### config.mk
export PLATFORM = sky130hd
export DESIGN_NAME = amc_serial_ctrl
export DESIGN_NICKNAME = d
export VERILOG_FILES = /design/src/hdl/amc_pkg.sv /design/src/hdl/amc_mux_decode.sv /design/src/hdl/amc_serial_ctrl.sv
export VERILOG_INCLUDE_DIRS = /design/src /design/src/hdl
export SDC_FILE = /design/constraint.sdc
export NUM_CORES = 1
export LEC_CHECK = 0
export ABC_AREA = 1
export BUFFER_PORTS_ARGS = -buffer_cell sky130_fd_sc_hd__buf_2
export CORE_MARGIN = 1.5
export CORE_UTILIZATION = 60
export DETAILED_ROUTE_END_ITERATION = 16
export MAX_ROUTING_LAYER = met4
export PLACE_DENSITY_LB_ADDON = 0.3
export SYNTH_ARGS = -nofsm -noshare
export SYNTH_HDL_FRONTEND = slang
export SYNTH_SLANG_ARGS = --single-unit
### constraint.sdc
create_clock -name clk_sys -period 3.01 [get_ports clk_sys]
set_input_delay 0.301 -clock clk_sys [delete_from_list [all_inputs] [get_ports clk_sys]]
set_output_delay 0.301 -clock clk_sys [all_outputs]
set_load 0.02 [all_outputs]
### src/hdl/amc_map.svh
// Constants of the serial converter control block.
// Assumes a 40 MHz system clock; included by the package and modules.
//
// Behaviour
// - Five address bits arrive in order: powerup, mode, odd/sign, select high, select low.
// - Powerup field zero powers down and disconnects all channels, ignoring other fields.
// - First conversion after power-on is invalid; host discards it.
// - High chip select after conversion holds result until chip select returns low.
// - Hardware powerdown input high keeps the device powered down regardless of address.
`ifndef AMC_MAP_SVH
`define AMC_MAP_SVH
`define AMC_ADDR_BITS      5
`define AMC_POS_PU         4
`define AMC_POS_MODE       3
`define AMC_POS_SIGN       2
`define AMC_POS_SELHI      1
`define AMC_POS_SELLO      0
`define AMC_RESULT_BITS    11
`define AMC_CONV_CYCLES    8'd13
`define AMC_TPC_NS         10000
`define AMC_CLK_NS         25
`define AMC_TPC_CYCLES     ((`AMC_TPC_NS + `AMC_CLK_NS - 1) / `AMC_CLK_NS)
`define AMC_CHAN_RESET     8'h00
`endif

### src/hdl/amc_pkg.sv
// Types of the serial converter control block.
// Assumes amc_map.svh is on the include path.
`include "amc_map.svh"
package amc_pkg;
   typedef enum logic [3:0] {
      ST_IDLE  = 4'b0001,
      ST_ADDR  = 4'b0010,
      ST_CONV  = 4'b0100,
      ST_SHIFT = 4'b1000
   } amc_state_t;
endpackage

### src/hdl/amc_mux_decode.sv
// Multiplexer address decoder.
// Assumes a latched five-bit address and a powerdown level.
`timescale 1ns/100ps
`include "amc_map.svh"
module amc_mux_decode
#(
   parameter int NCH = 8
)
(
   input  wire logic [`AMC_ADDR_BITS-1:0] addr,
   input  wire logic                      forceDown,
   output logic      [NCH-1:0]            chanPos,
   output logic      [NCH-1:0]            chanNeg,
   output logic                           comNeg,
   output logic                           powered
);
   logic [2:0] posIdx;
   logic [2:0] negIdx;
   logic       live;
   always_comb
   begin
      live   = addr[`AMC_POS_PU] & ~forceDown;
      posIdx = {addr[`AMC_POS_SELHI], addr[`AMC_POS_SELLO], addr[`AMC_POS_SIGN]};
      negIdx = {addr[`AMC_POS_SELHI], addr[`AMC_POS_SELLO], ~addr[`AMC_POS_SIGN]};
   end
   genvar i;
   generate
      for (i = 0; i < NCH; i++)
      begin : g_ch
         assign chanPos[i] = live && (posIdx == 3'(i));
         assign chanNeg[i] = live && !addr[`AMC_POS_MODE] && (negIdx == 3'(i));
      end
   endgenerate
   assign comNeg  = live & addr[`AMC_POS_MODE];
   assign powered = live;
endmodule // amc_mux_decode

### src/hdl/amc_serial_ctrl.sv
// Serial control of a successive-approximation converter.
// Assumes host pins synchronous to clk_sys and sampled on serial clock enable pulses.
`timescale 1ns/100ps
`include "amc_map.svh"
module amc_serial_ctrl
   import amc_pkg::*;
#(
   parameter int NCH        = 8,
   parameter int TPC_CYCLES = `AMC_TPC_CYCLES
)
(
   input  wire logic                        clk_sys,
   input  wire logic                        arst_n,
   input  wire logic                        csN,
   input  wire logic                        sclkRise,
   input  wire logic                        sclkFall,
   input  wire logic                        serial_in,
   input  wire logic                        hw_powerdown_in,
   input  wire logic [`AMC_RESULT_BITS-1:0] convResult,
   output logic                             serialOut,
   output logic                             serialOutEn,
   output logic                             conversion_active_flag,
   output logic                             resultValid,
   output logic                             recoveryDone,
   output logic      [NCH-1:0]              chanPos,
   output logic      [NCH-1:0]              chanNeg,
   output logic                             comNeg,
   output logic                             analogPowered
);
   import amc_pkg::*;
   // ----------------------------------------------------------------
   // State and registers.
   // ----------------------------------------------------------------
   amc_state_t                       state_q;
   logic [`AMC_ADDR_BITS-1:0]        addrShift_q;
   logic [`AMC_ADDR_BITS-1:0]        addr_q;
   logic [2:0]                       bitCnt_q;
   logic [7:0]                       cnt_q;
   logic [`AMC_RESULT_BITS-1:0]      result_q;
   logic                             firstDone_q;
   logic                             csHighSeen_q;
   logic [15:0]                      rec_q;
   logic                             serialOut_q;
   // ----------------------------------------------------------------
   // Conversion sequence.
   // ----------------------------------------------------------------
   always_ff @(posedge clk_sys or negedge arst_n)
   begin
      if (!arst_n)
      begin
         state_q     <= ST_IDLE;
         addrShift_q <= '0;
         addr_q      <= '0;
         bitCnt_q    <= '0;
         cnt_q       <= `AMC_CHAN_RESET;
         result_q    <= '0;
      end
      else if (csN && state_q != ST_CONV && state_q != ST_SHIFT)
      begin
         state_q  <= ST_IDLE;
         bitCnt_q <= '0;
      end
      else if (csN && state_q == ST_SHIFT && cnt_q == 8'd0)
      begin
         state_q <= ST_IDLE;
      end
      else
      begin
         case (state_q)
            ST_IDLE:
            begin
               if (!csN && csHighSeen_q)
               begin
                  state_q  <= ST_ADDR;
                  bitCnt_q <= '0;
               end
            end
            ST_ADDR:
            begin
               if (sclkRise)
               begin
                  addrShift_q <= {addrShift_q[`AMC_ADDR_BITS-2:0], serial_in};
                  bitCnt_q    <= bitCnt_q + 3'd1;
                  if (bitCnt_q == 3'(`AMC_ADDR_BITS - 1))
                  begin
                     addr_q  <= {addrShift_q[`AMC_ADDR_BITS-2:0], serial_in};
                     state_q <= ST_CONV;
                     cnt_q   <= `AMC_CONV_CYCLES;
                  end
               end
            end
            ST_CONV:
            begin
               if (sclkRise)
               begin
                  cnt_q <= cnt_q - 8'd1;
                  if (cnt_q == 8'd1)
                  begin
                     result_q <= convResult;
                     state_q  <= ST_SHIFT;
                     cnt_q    <= 8'(`AMC_RESULT_BITS);
                  end
               end
            end
            ST_SHIFT:
            begin
               if (!csN && sclkFall && cnt_q != 8'd0)
               begin
                  cnt_q <= cnt_q - 8'd1;
               end
            end
            default:
            begin
               state_q <= ST_IDLE;
            end
         endcase
      end
   end
   // ----------------------------------------------------------------
   // Power-on and recovery tracking.
   // ----------------------------------------------------------------
   always_ff @(posedge clk_sys or negedge arst_n)
   begin
      if (!arst_n)
      begin
         csHighSeen_q <= 1'b0;
         firstDone_q  <= 1'b0;
      end
      else
      begin
         if (csN)
         begin
            csHighSeen_q <= 1'b1;
         end
         if (state_q == ST_SHIFT && csN && cnt_q == 8'd0)
         begin
            firstDone_q <= 1'b1;
         end
      end
   end
   always_ff @(posedge clk_sys or negedge arst_n)
   begin
      if (!arst_n)
      begin
         rec_q <= '0;
      end
      else if (hw_powerdown_in)
      begin
         rec_q <= '0;
      end
      else if (csN && rec_q != 16'(TPC_CYCLES))
      begin
         rec_q <= rec_q + 16'd1;
      end
   end
   assign recoveryDone = (rec_q == 16'(TPC_CYCLES));
   // ----------------------------------------------------------------
   // Output shifter.
   // ----------------------------------------------------------------
   always_ff @(posedge clk_sys or negedge arst_n)
   begin
      if (!arst_n)
      begin
         serialOut_q <= 1'b0;
      end
      else if (state_q == ST_SHIFT && !csN && cnt_q != 8'd0)
      begin
         serialOut_q <= result_q[cnt_q[3:0] - 4'd1];
      end
   end
   assign serialOut              = serialOut_q;
   assign serialOutEn            = !csN && state_q == ST_SHIFT;
   assign conversion_active_flag = (state_q == ST_CONV);
   assign resultValid            = firstDone_q && state_q == ST_SHIFT;
   amc_mux_decode #(.NCH(NCH)) u_dec
   (
      .addr      (addr_q),
      .forceDown (hw_powerdown_in),
      .chanPos   (chanPos),
      .chanNeg   (chanNeg),
      .comNeg    (comNeg),
      .powered   (analogPowered)
   );
   // ----------------------------------------------------------------
   // Checks.
   // ----------------------------------------------------------------
   property p_hwpd;
      @(posedge clk_sys) disable iff (!arst_n) hw_powerdown_in |-> !analogPowered;
   endproperty
   a_hwpd: assert property (p_hwpd) else $error("Powered while hardware powerdown.");
   property p_pu0;
      @(posedge clk_sys) disable iff (!arst_n)
         !addr_q[`AMC_POS_PU] |-> (chanPos == '0 && chanNeg == '0 && !comNeg);
   endproperty
   a_pu0: assert property (p_pu0) else $error("Channel connected in powerdown.");
   property p_se;
      @(posedge clk_sys) disable iff (!arst_n)
         analogPowered && addr_q[`AMC_POS_MODE] |-> comNeg && chanNeg == '0;
   endproperty
   a_se: assert property (p_se) else $error("Single-ended negative wrong.");
   property p_hold;
      @(posedge clk_sys) disable iff (!arst_n)
         state_q == ST_SHIFT && csN && cnt_q != 8'd0 |=> state_q == ST_SHIFT && $stable(cnt_q);
   endproperty
   a_hold: assert property (p_hold) else $error("Result lost while delayed.");
   property p_reset;
      @(posedge clk_sys) disable iff (!arst_n)
         csN && state_q == ST_ADDR |=> state_q == ST_IDLE;
   endproperty
   a_reset: assert property (p_reset) else $error("High chip select did not reset.");
   property p_first;
      @(posedge clk_sys) disable iff (!arst_n) !firstDone_q |-> !resultValid;
   endproperty
   a_first: assert property (p_first) else $error("First result marked valid.");
   property p_load;
      @(posedge clk_sys) disable iff (!arst_n)
         state_q == ST_ADDR && sclkRise && bitCnt_q == 3'd4 && !csN
         |=> addr_q[0] == $past(serial_in) && state_q == ST_CONV;
   endproperty
   a_load: assert property (p_load) else $error("Address not latched.");
   property p_rec;
      @(posedge clk_sys) disable iff (!arst_n) hw_powerdown_in |=> !recoveryDone;
   endproperty
   a_rec: assert property (p_rec) else $error("Recovery done too early.");
   property p_start;
      @(posedge clk_sys) disable iff (!arst_n)
         !csHighSeen_q |-> state_q == ST_IDLE;
   endproperty
   a_start: assert property (p_start) else $error("Started before chip select high.");
   c_conv: cover property (@(posedge clk_sys) state_q == ST_CONV ##1 state_q == ST_SHIFT);
   c_delay: cover property (@(posedge clk_sys) state_q == ST_SHIFT && csN);
   c_diff: cover property (@(posedge clk_sys) analogPowered && !comNeg);
endmodule // amc_serial_ctrl

# Word-level counts from Yosys, hierarchy flattened
# Cells that the tools add are included.
# op_classes
add_sub_neg,4
magnitude_cmp,1
eq_ne,37
mux,23
bitwise_logic,6
reduce_logical,43
# op_table
cell,n
$mux W8,5
$mux W16,2
$logic_and A1 B1 Y1,28
$mux W4,7
$eq A3 B3 Y1 const B,9
$pmux W8 S3,1
$add A16 B1 Y16 const B,1
$eq A16 B9 Y1 const B,1
$ne A16 B9 Y1 const B,1
$ne A4 B4 Y1 const B,4
$pmux W4 S4,1
$eq A3 B2 Y1 const B,4
$mux W3,4
$ne A2 B2 Y1 const B,5
$reduce_and A5 Y1,2
$ne A3 B3 Y1 const B,3
$eq A8 B1 Y1 const B,1
$logic_not A8 Y1,1
$reduce_and A4 Y1,2
$reduce_bool A8 Y1,1
$sub A8 B1 Y8 const B,1
$reduce_and A7 Y1,1
$eq A3 B1 Y1 const B,2
$logic_not A3 Y1,2
other kinds (19),25
# totals
reg_bits,54
in_bits,18
output_inout_bits,23
wordCells,124

# Depth between registers and ports, before layout
# Gate-level depths: netlist of the first run.
# logic_depth
ltp_word,6
depth_mapped,12
mapped_depth_nobuf,11

# By module
# Synthesis of the first run repeated with hierarchy kept, for this count alone.
# unflattened
cells_unflattened,500
area_unflattened_um2,3455.8
# modules_own_cells
mod,n_inst,cells_per_inst,area_per_inst_um2,seq_area_each_um2
amc_serial_ctrl,1,466,3309.4,1352.5
amc_mux_decode,1,34,146.4,0.0

# Worst setup path before layout of the first run
# Ideal clock, no wire load.
# synth_timing
path_type,reg2reg
from,register cnt_q[0]
to,register result_q[10]
setup_time_ps,117
t_arrival_ps,1573
required_ps,2893
setup_slack_ps,1321
path_stages_with_launch,13
n_path_buf,2
period_less_slack_ps,1689
path_cell_list,dfrtp_1 buf_4 clkinv_1 ha_1 inv_1 nor2_1 nand2_1 nor2_1 nor2_4 nand3_4 buf_6 nand2_2 o21ai_2
# synth_via
elab_chain_len,4
# synth_lines
item,line,rtl
"start, declared",amc_serial_ctrl.sv:38,logic [7:0] cnt_q;
"start signal, assigned",amc_serial_ctrl.sv:55,cnt_q <= `AMC_CHAN_RESET;
"start signal, assigned",amc_serial_ctrl.sv:88,cnt_q <= `AMC_CONV_CYCLES;
"start signal, assigned",amc_serial_ctrl.sv:96,cnt_q <= cnt_q - 8'd1;
$logic_not A8 Y1,amc_serial_ctrl.sv:63,else if (csN && state_q == ST_SHIFT && cnt_q == 8'd0)
$logic_and A1 B1 Y1,amc_serial_ctrl.sv:63,
$not A1 Y1 (no line),--,
$reduce_and A5 Y1 (no line) (*),--,
"end signal, assigned",amc_serial_ctrl.sv:99,result_q <= convResult;
"end, declared",amc_serial_ctrl.sv:39,logic [`AMC_RESULT_BITS-1:0] result_q;
# Every way passes the cells marked *; elsewhere a longest branch is shown, timed or not.
# A chain may end at the register's enable or synchronous reset.

# Worst setup path in the final report of the first run
# layout_timing
from,register cnt_q[0]
to,register result_q[1]
# Same word-level chain as after synthesis.

==> results of run 1 <==
[cells in the final DEF (no fill, tap or decap), types with 2 or more instances in the layout]
master	count
nand2_1	139
nor2_1	66
inv_1	61
dfrtp_1	53
nand3_1	45
buf_2	40
o21ai_0	23
nand4_1	19
nand2_2	15
o21ai_2	12
xor2_1	8
ha_1	7
nor3_1	6
o21ai_1	6
inv_2	5
nor2_2	5
clkbuf_8	5
nor2_4	4
buf_4	4
a21oi_1	3
or2_2	2
xnor2_1	2
[sequential cells by signal, summed over array words and instances (netlist names)]
name and cells:
bitCnt_q 3, rec_q 16, cnt_q 8, csHighSeen_q 1, state_q 4, firstDone_q 1, addrShift_q 4, addr_q 5
result_q 11, serialOut 1
[layer usage]
layer  GRT usage [%]  vias to the layer above
li1                -                     1670
met1            30.7                     1509
met2            47.3                      103
met3            3.91                       11
met4            8.77                        0
met5               -                        -
[area by class of cell]
type / count / area, um2 / share of cell area, %
clock inverter: 3 / 48.8 / 1.26
multi-input combinational: 370 / 1850 / 47.5
clock buffer: 5 / 68.8 / 1.77
tap: 72 / 90.1 / 2.32
sequential: 54 / 1350 / 34.8
inverter: 67 / 251 / 6.47
timing repair buffer: 44 / 230 / 5.92
[power by group through the flow]
stage / Combinational [mW] / Clock (mW) / Sequential, mW
CTS: 0.600 / 0.533 / 0.876
finish: 0.609 / 0.519 / 0.879
global placement: 0.579 / 0 / 0.888
detailed placement: 0.595 / 0 / 0.889
floorplan: 0.488 / 0 / 0.857
global route: 0.696 / 0.550 / 0.890
[critical path: cells and delay by family, from the launching register on]
family | cells | cell delay [ns]
AOI/OAI and AO/OA | 1 | 0.06
and+or+nand+nor | 6 | 0.82
buffers and inverters | 2 | 0.35
DFF | 1 | 0.51
adders and majority gates | 1 | 0.30
[final timing paths]
path | start | end | slack [ns] | depth (start not counted)
min in group clk_sys | serial_in | addr_q[0] | 0.20 | 3
worst min-delay path | arst_n | rec_q[12] | 0.05 | 1
max in group asynchronous | arst_n | state_q[0] | 2.20 | 2
worst max-delay path | cnt_q[0] | result_q[1] | 0.87 | 10
worst max register to register | cnt_q[0] | result_q[1] | 0.87 | 10
worst min register to register | firstDone_q | firstDone_q | 0.46 | 2
[kinds of logic after synthesis]
group,share of synthesized area (%)
AO/OA/AOI/OAI,8.23
XOR/XNOR,2.50
adder cells (fa/ha/maj),2.50
buffers and inverters,8.58
flip-flops,38.7
AND/OR/NAND/NOR,39.5
[metrics by stage]
step / cell area (um2) / util, % / instances / setup slack, ns / hold WS (ns)
6_report: 3890 / 69.7 / 615 / 0.868 / 0.0539
5_1_grt: 3890 / 69.7 / 615 / 0.602 / 0.129
3_3_place_gp: 3770 / 67.6 / 607 / 0.940 / 0.431
2_1_floorplan: 3500 / - / 498 / 1.32 / 0.00541
4_1_cts: 3890 / 69.7 / 615 / 0.852 / 0.0779
3_5_place_dp: 3770 / 67.6 / 607 / 0.873 / 0.435
==> impl_metrics.prom, run 1 <==
# TYPE chip_impl_metric gauge
chip_impl_info{name="path_cells",value="clkinv_1, ha_1, inv_1, nor2_1, nand2_1, nor2_1, nor2_4, nand3_4, nand2_1, o21ai_2"} 1
chip_impl_info{name="yosys-top-cells-area",value="dfrtp_1 38%, nand2_1 15%, nor2_1 7.1%"} 1
chip_impl_metric{name="pwr-share-seq",unit="%"} 43.8
chip_impl_metric{name="io_buffer_count",unit=""} 40
chip_impl_info{name="postSynth.topFlopCell",value="dfrtp_1"} 1
chip_impl_metric{name="clk_transition_reported_paths",unit="ns"} 0.11
chip_impl_metric{name="max_slew.worst_pin.slew",unit="ns"} 0.873
chip_impl_metric{name="max-cap-violations",unit=""} 0
chip_impl_metric{name="met2RoutedLength",unit="um"} 3810
chip_impl_metric{name="design.die.area",unit="um2"} 6300
chip_impl_metric{name="max-vdd-ir-drop",unit="V"} 0.000537
chip_impl_metric{name="viasPerCell",unit=""} 5.35
chip_impl_metric{name="floorplan.die.height",unit="um"} 79.4
chip_impl_metric{name="fin_crit",unit="ns"} 2.14
chip_impl_info{name="maxUsedRoutingLayer",value="met4"} 1
chip_impl_metric{name="floorplan.core_area",unit="um2"} 5570
chip_impl_metric{name="total_power",unit="mW"} 2.01
chip_impl_metric{name="yosysUniqueCellTypes",unit=""} 33
chip_impl_metric{name="cp_slowest_stage_delay",unit="ns"} 0.51
chip_impl_metric{name="nNetsFinal",unit=""} 567
chip_impl_metric{name="clock_latency",unit="ns"} 0.32
chip_impl_metric{name="synth_fp_nets",unit=""} 523
chip_impl_metric{name="antennaDiodeCount",unit=""} 0
chip_impl_info{name="worst_setup_path_start_kind",value="register"} 1
chip_impl_metric{name="synth-seq-cells",unit=""} 54
chip_impl_metric{name="power_frac_clock",unit="%"} 25.9
chip_impl_metric{name="finalSetupViolations",unit=""} 0
chip_impl_metric{name="detailroute.wirelength.met3",unit="um"} 420
chip_impl_metric{name="ctsLongestPathBuffers",unit=""} 2
chip_impl_metric{name="share_of_the_clock_period_used_by_the_worst_path",unit="%"} 71.2
chip_impl_metric{name="fmaxAchievable",unit="MHz"} 467
chip_impl_info{name="clock_tree_from_tritoncts",value="built"} 1
chip_impl_metric{name="ys_async_sr_fraction",unit="%"} 100
chip_impl_metric{name="crit_required",unit="ns"} 3.22
chip_impl_metric{name="grt_overflow_total",unit=""} 0
chip_impl_info{name="critical_path.endpoint_type",value="register"} 1
chip_impl_metric{name="wl_met1",unit="um"} 3420
chip_impl_metric{name="power.share.switching",unit="%"} 37.3
chip_impl_metric{name="detailedRoute.firstIterationViolations",unit=""} 164
chip_impl_metric{name="post-route-drc-count",unit=""} 0
chip_impl_info{name="synthMostInstantiatedCell",value="nand2_1"} 1
chip_impl_metric{name="postSynthCellCount",unit=""} 498
chip_impl_metric{name="clock_sink_count",unit=""} 54
chip_impl_metric{name="synth_seq_area_share",unit="%"} 38.7
chip_impl_metric{name="floorplan.die.width",unit="um"} 79.4
chip_impl_metric{name="worst-path-max-fanout",unit=""} 22
chip_impl_metric{name="start_util",unit="%"} 62.8
chip_impl_metric{name="fin_tns_setup",unit="ns"} 0
chip_impl_metric{name="dp_hpwl",unit="um"} 5790
chip_impl_metric{name="flow.area_growth_from_synthesis",unit="%"} 11.1
chip_impl_metric{name="filler_cell_count",unit=""} 486
chip_impl_metric{name="combined_global_route_utilization_of_all_metal_layers",unit="%"} 26.5
chip_impl_info{name="critPathSlowestCell",value="dfrtp_1"} 1
chip_impl_metric{name="number_of_buffers_inserted_by_hold_repair_at_cts",unit=""} 0
chip_impl_metric{name="num_rows",unit=""} 27
chip_impl_metric{name="total_power_divided_by_cell_area",unit="nW/um2"} 516
chip_impl_info{name="timing.setup.critical_path_class",value="register to register"} 1
chip_impl_metric{name="timing.final.hold_violations",unit=""} 0
chip_impl_metric{name="cts_post_setup_buffers_inserted",unit=""} 0
chip_impl_info{name="clock-root-buffer",value="clkbuf_8"} 1
chip_impl_metric{name="yosysWarningCount",unit=""} 0
chip_impl_metric{name="synth-edff-count",unit=""} 0
chip_impl_metric{name="grt_start_max_net_pins",unit=""} 37
chip_impl_metric{name="io-pin-count",unit=""} 41
chip_impl_metric{name="first_global_vias",unit=""} 3098
chip_impl_info{name="synth.cells.most_frequent",value="139 x nand2_1, 66 x nor2_1, 61 x inv_1, 53 x dfrtp_1, 45 x nand3_1"} 1
chip_impl_metric{name="post_cts_resize_count",unit=""} 0
chip_impl_metric{name="vias",unit=""} 3293
chip_impl_metric{name="critPathArrivalTime",unit="ns"} 2.35
chip_impl_metric{name="cellInternalPower",unit="mW"} 1.26
chip_impl_metric{name="drt-wirelength-per-cell",unit="um"} 12.6
chip_impl_metric{name="antenna_left",unit=""} 0
chip_impl_metric{name="netlist_area_pre_place",unit="um2"} 3500
chip_impl_info{name="outcome",value="complete, no violations"} 1
chip_impl_metric{name="htree_levels",unit=""} 2
chip_impl_metric{name="leakagePower",unit="nW"} 2.05
chip_impl_info{name="hold_path_class",value="input pin to async pin"} 1
chip_impl_metric{name="cts_buffers",unit=""} 5
chip_impl_info{name="grt_setup_unrepaired",value="no"} 1
chip_impl_metric{name="drive_above_1_share",unit="%"} 18.4
chip_impl_metric{name="global_route_wire_length_before_repair",unit="um"} 13000
chip_impl_metric{name="place.gp.congestion",unit=""} 0.968
chip_impl_metric{name="grt_antenna_before_repair",unit=""} 0
chip_impl_metric{name="max_slew_margin",unit="%"} 41.6
chip_impl_metric{name="drv_slew",unit=""} 0
chip_impl_info{name="synthDominantAreaCellType",value="dfrtp_1"} 1
chip_impl_metric{name="netlist.area_leader.share",unit="%"} 37.9
chip_impl_metric{name="drt-pass1-iter-count",unit=""} 5
chip_impl_metric{name="power.share.combinational",unit="%"} 30.4
chip_impl_metric{name="drt_wl_total",unit="um"} 7740
chip_impl_metric{name="switching_power",unit="mW"} 0.749
chip_impl_metric{name="clock_skew",unit="ns"} 0.00675
chip_impl_metric{name="syn_area_per_cell",unit="um2"} 7.02
No activity file was read; power rests on OpenSTA's default activity.
==> run 2, diff against run 1 <==
--- a/config.mk
+++ b/config.mk
@@ -9,7 +9,7 @@
 export ABC_AREA = 1
 export BUFFER_PORTS_ARGS = -buffer_cell sky130_fd_sc_hd__buf_2
 export CORE_MARGIN = 1.5
-export CORE_UTILIZATION = 60
+export CORE_UTILIZATION = 53
 export DETAILED_ROUTE_END_ITERATION = 16
 export MAX_ROUTING_LAYER = met4
 export PLACE_DENSITY_LB_ADDON = 0.3
==> constraint.sdc (replaced) <==
create_clock -name clk_sys -period 1.8 [get_ports clk_sys]
set_input_delay 0.18 -clock clk_sys [delete_from_list [all_inputs] [get_ports clk_sys]]
set_output_delay 0.18 -clock clk_sys [all_outputs]
set_load 0.02 [all_outputs]
==> run 2 against run 1 <==
Via count shrank 1.0%; cell area grew 1.6%; die area grew 13%; non-clock buffer count grew 6; utilization shrank 7.5 points; power grew 62%; register-to-register slack lost 0.76 ns; sequential share of layout area shrank 0.56 points; clock skew grew 0.0042 ns; critical endpoint is now serialOutEn; highest routed layer unchanged.
==> impl_metrics.prom, run 2 (synthesis gave the netlist of run 1 again) <==
# TYPE chip_impl_metric gauge
chip_impl_metric{name="design.die.area",unit="um2"} 7100
chip_impl_metric{name="combined_global_route_utilization_of_all_metal_layers",unit="%"} 23.9
chip_impl_metric{name="utilization",unit="%"} 62.2
chip_impl_metric{name="drt-pass1-iter-count",unit=""} 4
chip_impl_metric{name="hold-worst-slack",unit="ns"} 0.100
chip_impl_metric{name="largest_register_ffs",unit=""} 16
chip_impl_metric{name="flow.area_growth_from_synthesis",unit="%"} 12.9
chip_impl_metric{name="io_buffer_count",unit=""} 40
chip_impl_metric{name="cts_post_setup_buffers_inserted",unit=""} 0
chip_impl_metric{name="start_util",unit="%"} 55.1
chip_impl_info{name="timing.setup.critical_path_class",value="register to primary output"} 1
chip_impl_metric{name="nNetsFinal",unit=""} 574
chip_impl_metric{name="floorplan.core_area",unit="um2"} 6350
chip_impl_metric{name="worst-path-max-fanout",unit=""} 7
chip_impl_metric{name="floorplan.die.width",unit="um"} 84.2
chip_impl_info{name="clock-root-buffer",value="clkbuf_8"} 1
chip_impl_metric{name="share_of_the_clock_period_used_by_the_worst_path",unit="%"} 95.6
chip_impl_metric{name="critPathArrivalTime",unit="ns"} 1.54
chip_impl_metric{name="crit_required",unit="ns"} 1.62
chip_impl_metric{name="drv_slew",unit=""} 0
chip_impl_metric{name="filler_cell_count",unit=""} 569
chip_impl_info{name="grt_setup_unrepaired",value="yes"} 1
chip_impl_metric{name="cp_slowest_stage_delay",unit="ns"} 0.43
chip_impl_metric{name="post-route-drc-count",unit=""} 0
chip_impl_metric{name="clock_sink_count",unit=""} 54
chip_impl_metric{name="drive_above_1_share",unit="%"} 20.2
chip_impl_info{name="critical_path.endpoint_type",value="primary output"} 1
chip_impl_info{name="reg_top3",value="rec_q: 16 flops, result_q: 11 flops, cnt_q: 8 flops"} 1
chip_impl_info{name="worst_setup_path_start_kind",value="register"} 1
chip_impl_metric{name="place.gp.congestion",unit=""} 0.941
chip_impl_info{name="critPathSlowestCell",value="dfrtp_1"} 1
chip_impl_metric{name="detailedRoute.firstIterationViolations",unit=""} 156
chip_impl_info{name="final_common_cell",value="nand2_1"} 1
chip_impl_metric{name="global_route_wire_length_before_repair",unit="um"} 13700
chip_impl_metric{name="grt_antenna_before_repair",unit=""} 0
chip_impl_metric{name="dp_hpwl",unit="um"} 5830
chip_impl_metric{name="grt_start_max_net_pins",unit=""} 24
chip_impl_metric{name="drt-wirelength-per-cell",unit="um"} 12.4
chip_impl_metric{name="drt_wl_total",unit="um"} 7780
chip_impl_metric{name="grt_overflow_total",unit=""} 0
chip_impl_metric{name="max-cap-violations",unit=""} 0
chip_impl_metric{name="antennaDiodeCount",unit=""} 0
chip_impl_metric{name="max_slew.worst_pin.slew",unit="ns"} 0.336
chip_impl_info{name="final_cell_mix",value="138 x nand2_1, 65 x nor2_1, 60 x inv_1, 53 x dfrtp_1, 45 x nand3_1"} 1
chip_impl_metric{name="ctsLongestPathBuffers",unit=""} 2
chip_impl_metric{name="vias",unit=""} 3260
chip_impl_metric{name="finalSetupViolations",unit=""} 0
chip_impl_metric{name="total_power_divided_by_cell_area",unit="nW/um2"} 821
chip_impl_metric{name="timing.final.hold_violations",unit=""} 0
chip_impl_metric{name="max-vdd-ir-drop",unit="V"} 0.000932
chip_impl_metric{name="clock_skew",unit="ns"} 0.0110
chip_impl_metric{name="fin_crit",unit="ns"} 1.72
chip_impl_metric{name="leakagePower",unit="nW"} 2.07
chip_impl_metric{name="clock_latency",unit="ns"} 0.31
chip_impl_metric{name="max_slew_margin",unit="%"} 77.5
chip_impl_metric{name="num_rows",unit=""} 29
chip_impl_info{name="largest-register",value="rec_q"} 1
chip_impl_metric{name="cts_buffers",unit=""} 5
chip_impl_metric{name="antenna_left",unit=""} 0
chip_impl_metric{name="floorplan.die.height",unit="um"} 84.2
chip_impl_info{name="hold_path_class",value="input pin to register"} 1
chip_impl_metric{name="clk_transition_reported_paths",unit="ns"} 0.09
chip_impl_metric{name="first_global_vias",unit=""} 3132
chip_impl_info{name="outcome",value="complete, no violations"} 1
chip_impl_metric{name="fmaxAchievable",unit="MHz"} 581
chip_impl_info{name="path_cells",value="nor2_4, nand2_2, nor2_1, buf_2"} 1
chip_impl_metric{name="viasPerCell",unit=""} 5.20
chip_impl_metric{name="io-pin-count",unit=""} 41
chip_impl_info{name="clock_tree_from_tritoncts",value="built"} 1
chip_impl_metric{name="htree_levels",unit=""} 2
[run 2: power breakdown]
| part | leakage, nW | total (mW) | switching, mW | internal (mW) |
|---|---|---|---|---|
| clock network | 0.0472 | 0.711 | 0.401 | 0.310 |
| registers | 0.716 | 1.44 | 0.101 | 1.34 |
| logic | 1.31 | 1.09 | 0.708 | 0.386 |
[run 2: path summary, 6_finish.rpt]
| check | startpoint | endpoint | slack, ns | depth (start not counted) |
|---|---|---|---|---|
| min | serial_in | addr_q[0] | 0.1 | 3 |
| max | state_q[1] | serialOutEn | 0.08 | 4 |
| max reg2reg | cnt_q[0] | result_q[0] | 0.11 | 10 |
| min reg2reg | firstDone_q | firstDone_q | 0.46 | 2 |
| max in group asynchronous | arst_n | state_q[0] | 0.90 | 3 |
| min in group asynchronous | arst_n | rec_q[4] | 0.25 | 2 |
[run 2: metrics by stage]
step | setup WS, ns | total power [mW] | cells | TNS, ns | area (um2)
4_1_cts | 0.0217 | 3.25 | 627 | 0 | 3940
3_5_place_dp | -0.0196 | 2.52 | 617 | -0.0345 | 3810
2_1_floorplan | 0.111 | 2.25 | 498 | 0 | 3500
3_3_place_gp | 0.0478 | 2.50 | 617 | 0 | 3810
6_report | 0.0791 | 3.25 | 627 | 0 | 3950
5_1_grt | -0.0334 | 3.47 | 627 | -0.0668 | 3950
[run 2: routing by layer]
layer	up-vias	GRT usage (%)	routed length, um
li1	1677	-	-
met2	76	40.7	3830
met1	1501	30.7	3580
met5	-	-	0
met3	6	2.75	298
met4	0	5.51	65
[run 2: final cells by class]
type | count | area [um2] | share of cell area (%)
multi-input combinational | 371 | 1880 | 47.5
inverter | 67 | 251 | 6.36
clock inverter | 2 | 12.5 | 0.317
tap | 77 | 96.3 | 2.44
sequential | 54 | 1350 | 34.2
clock buffer | 6 | 82.6 | 2.09
timing repair buffer | 50 | 278 | 7.03
[run 2: repair_timing]
item                                    in CTS  in global routing
hold buffers                                 1                  0
gates cloned                                 1                  0
endpoints found under the setup margin      11                 31
hold endpoints to repair                     8                  0
gates resized for setup                      1                  6
pin swaps                                    1                  1
[run 2: critical path: cells and delay by family (launching register included)]
| family | cells | cell delay (ns) |
|---|---|---|
| buf+inv | 1 | 0.22 |
| flops | 1 | 0.43 |
| simple gates | 3 | 0.58 |
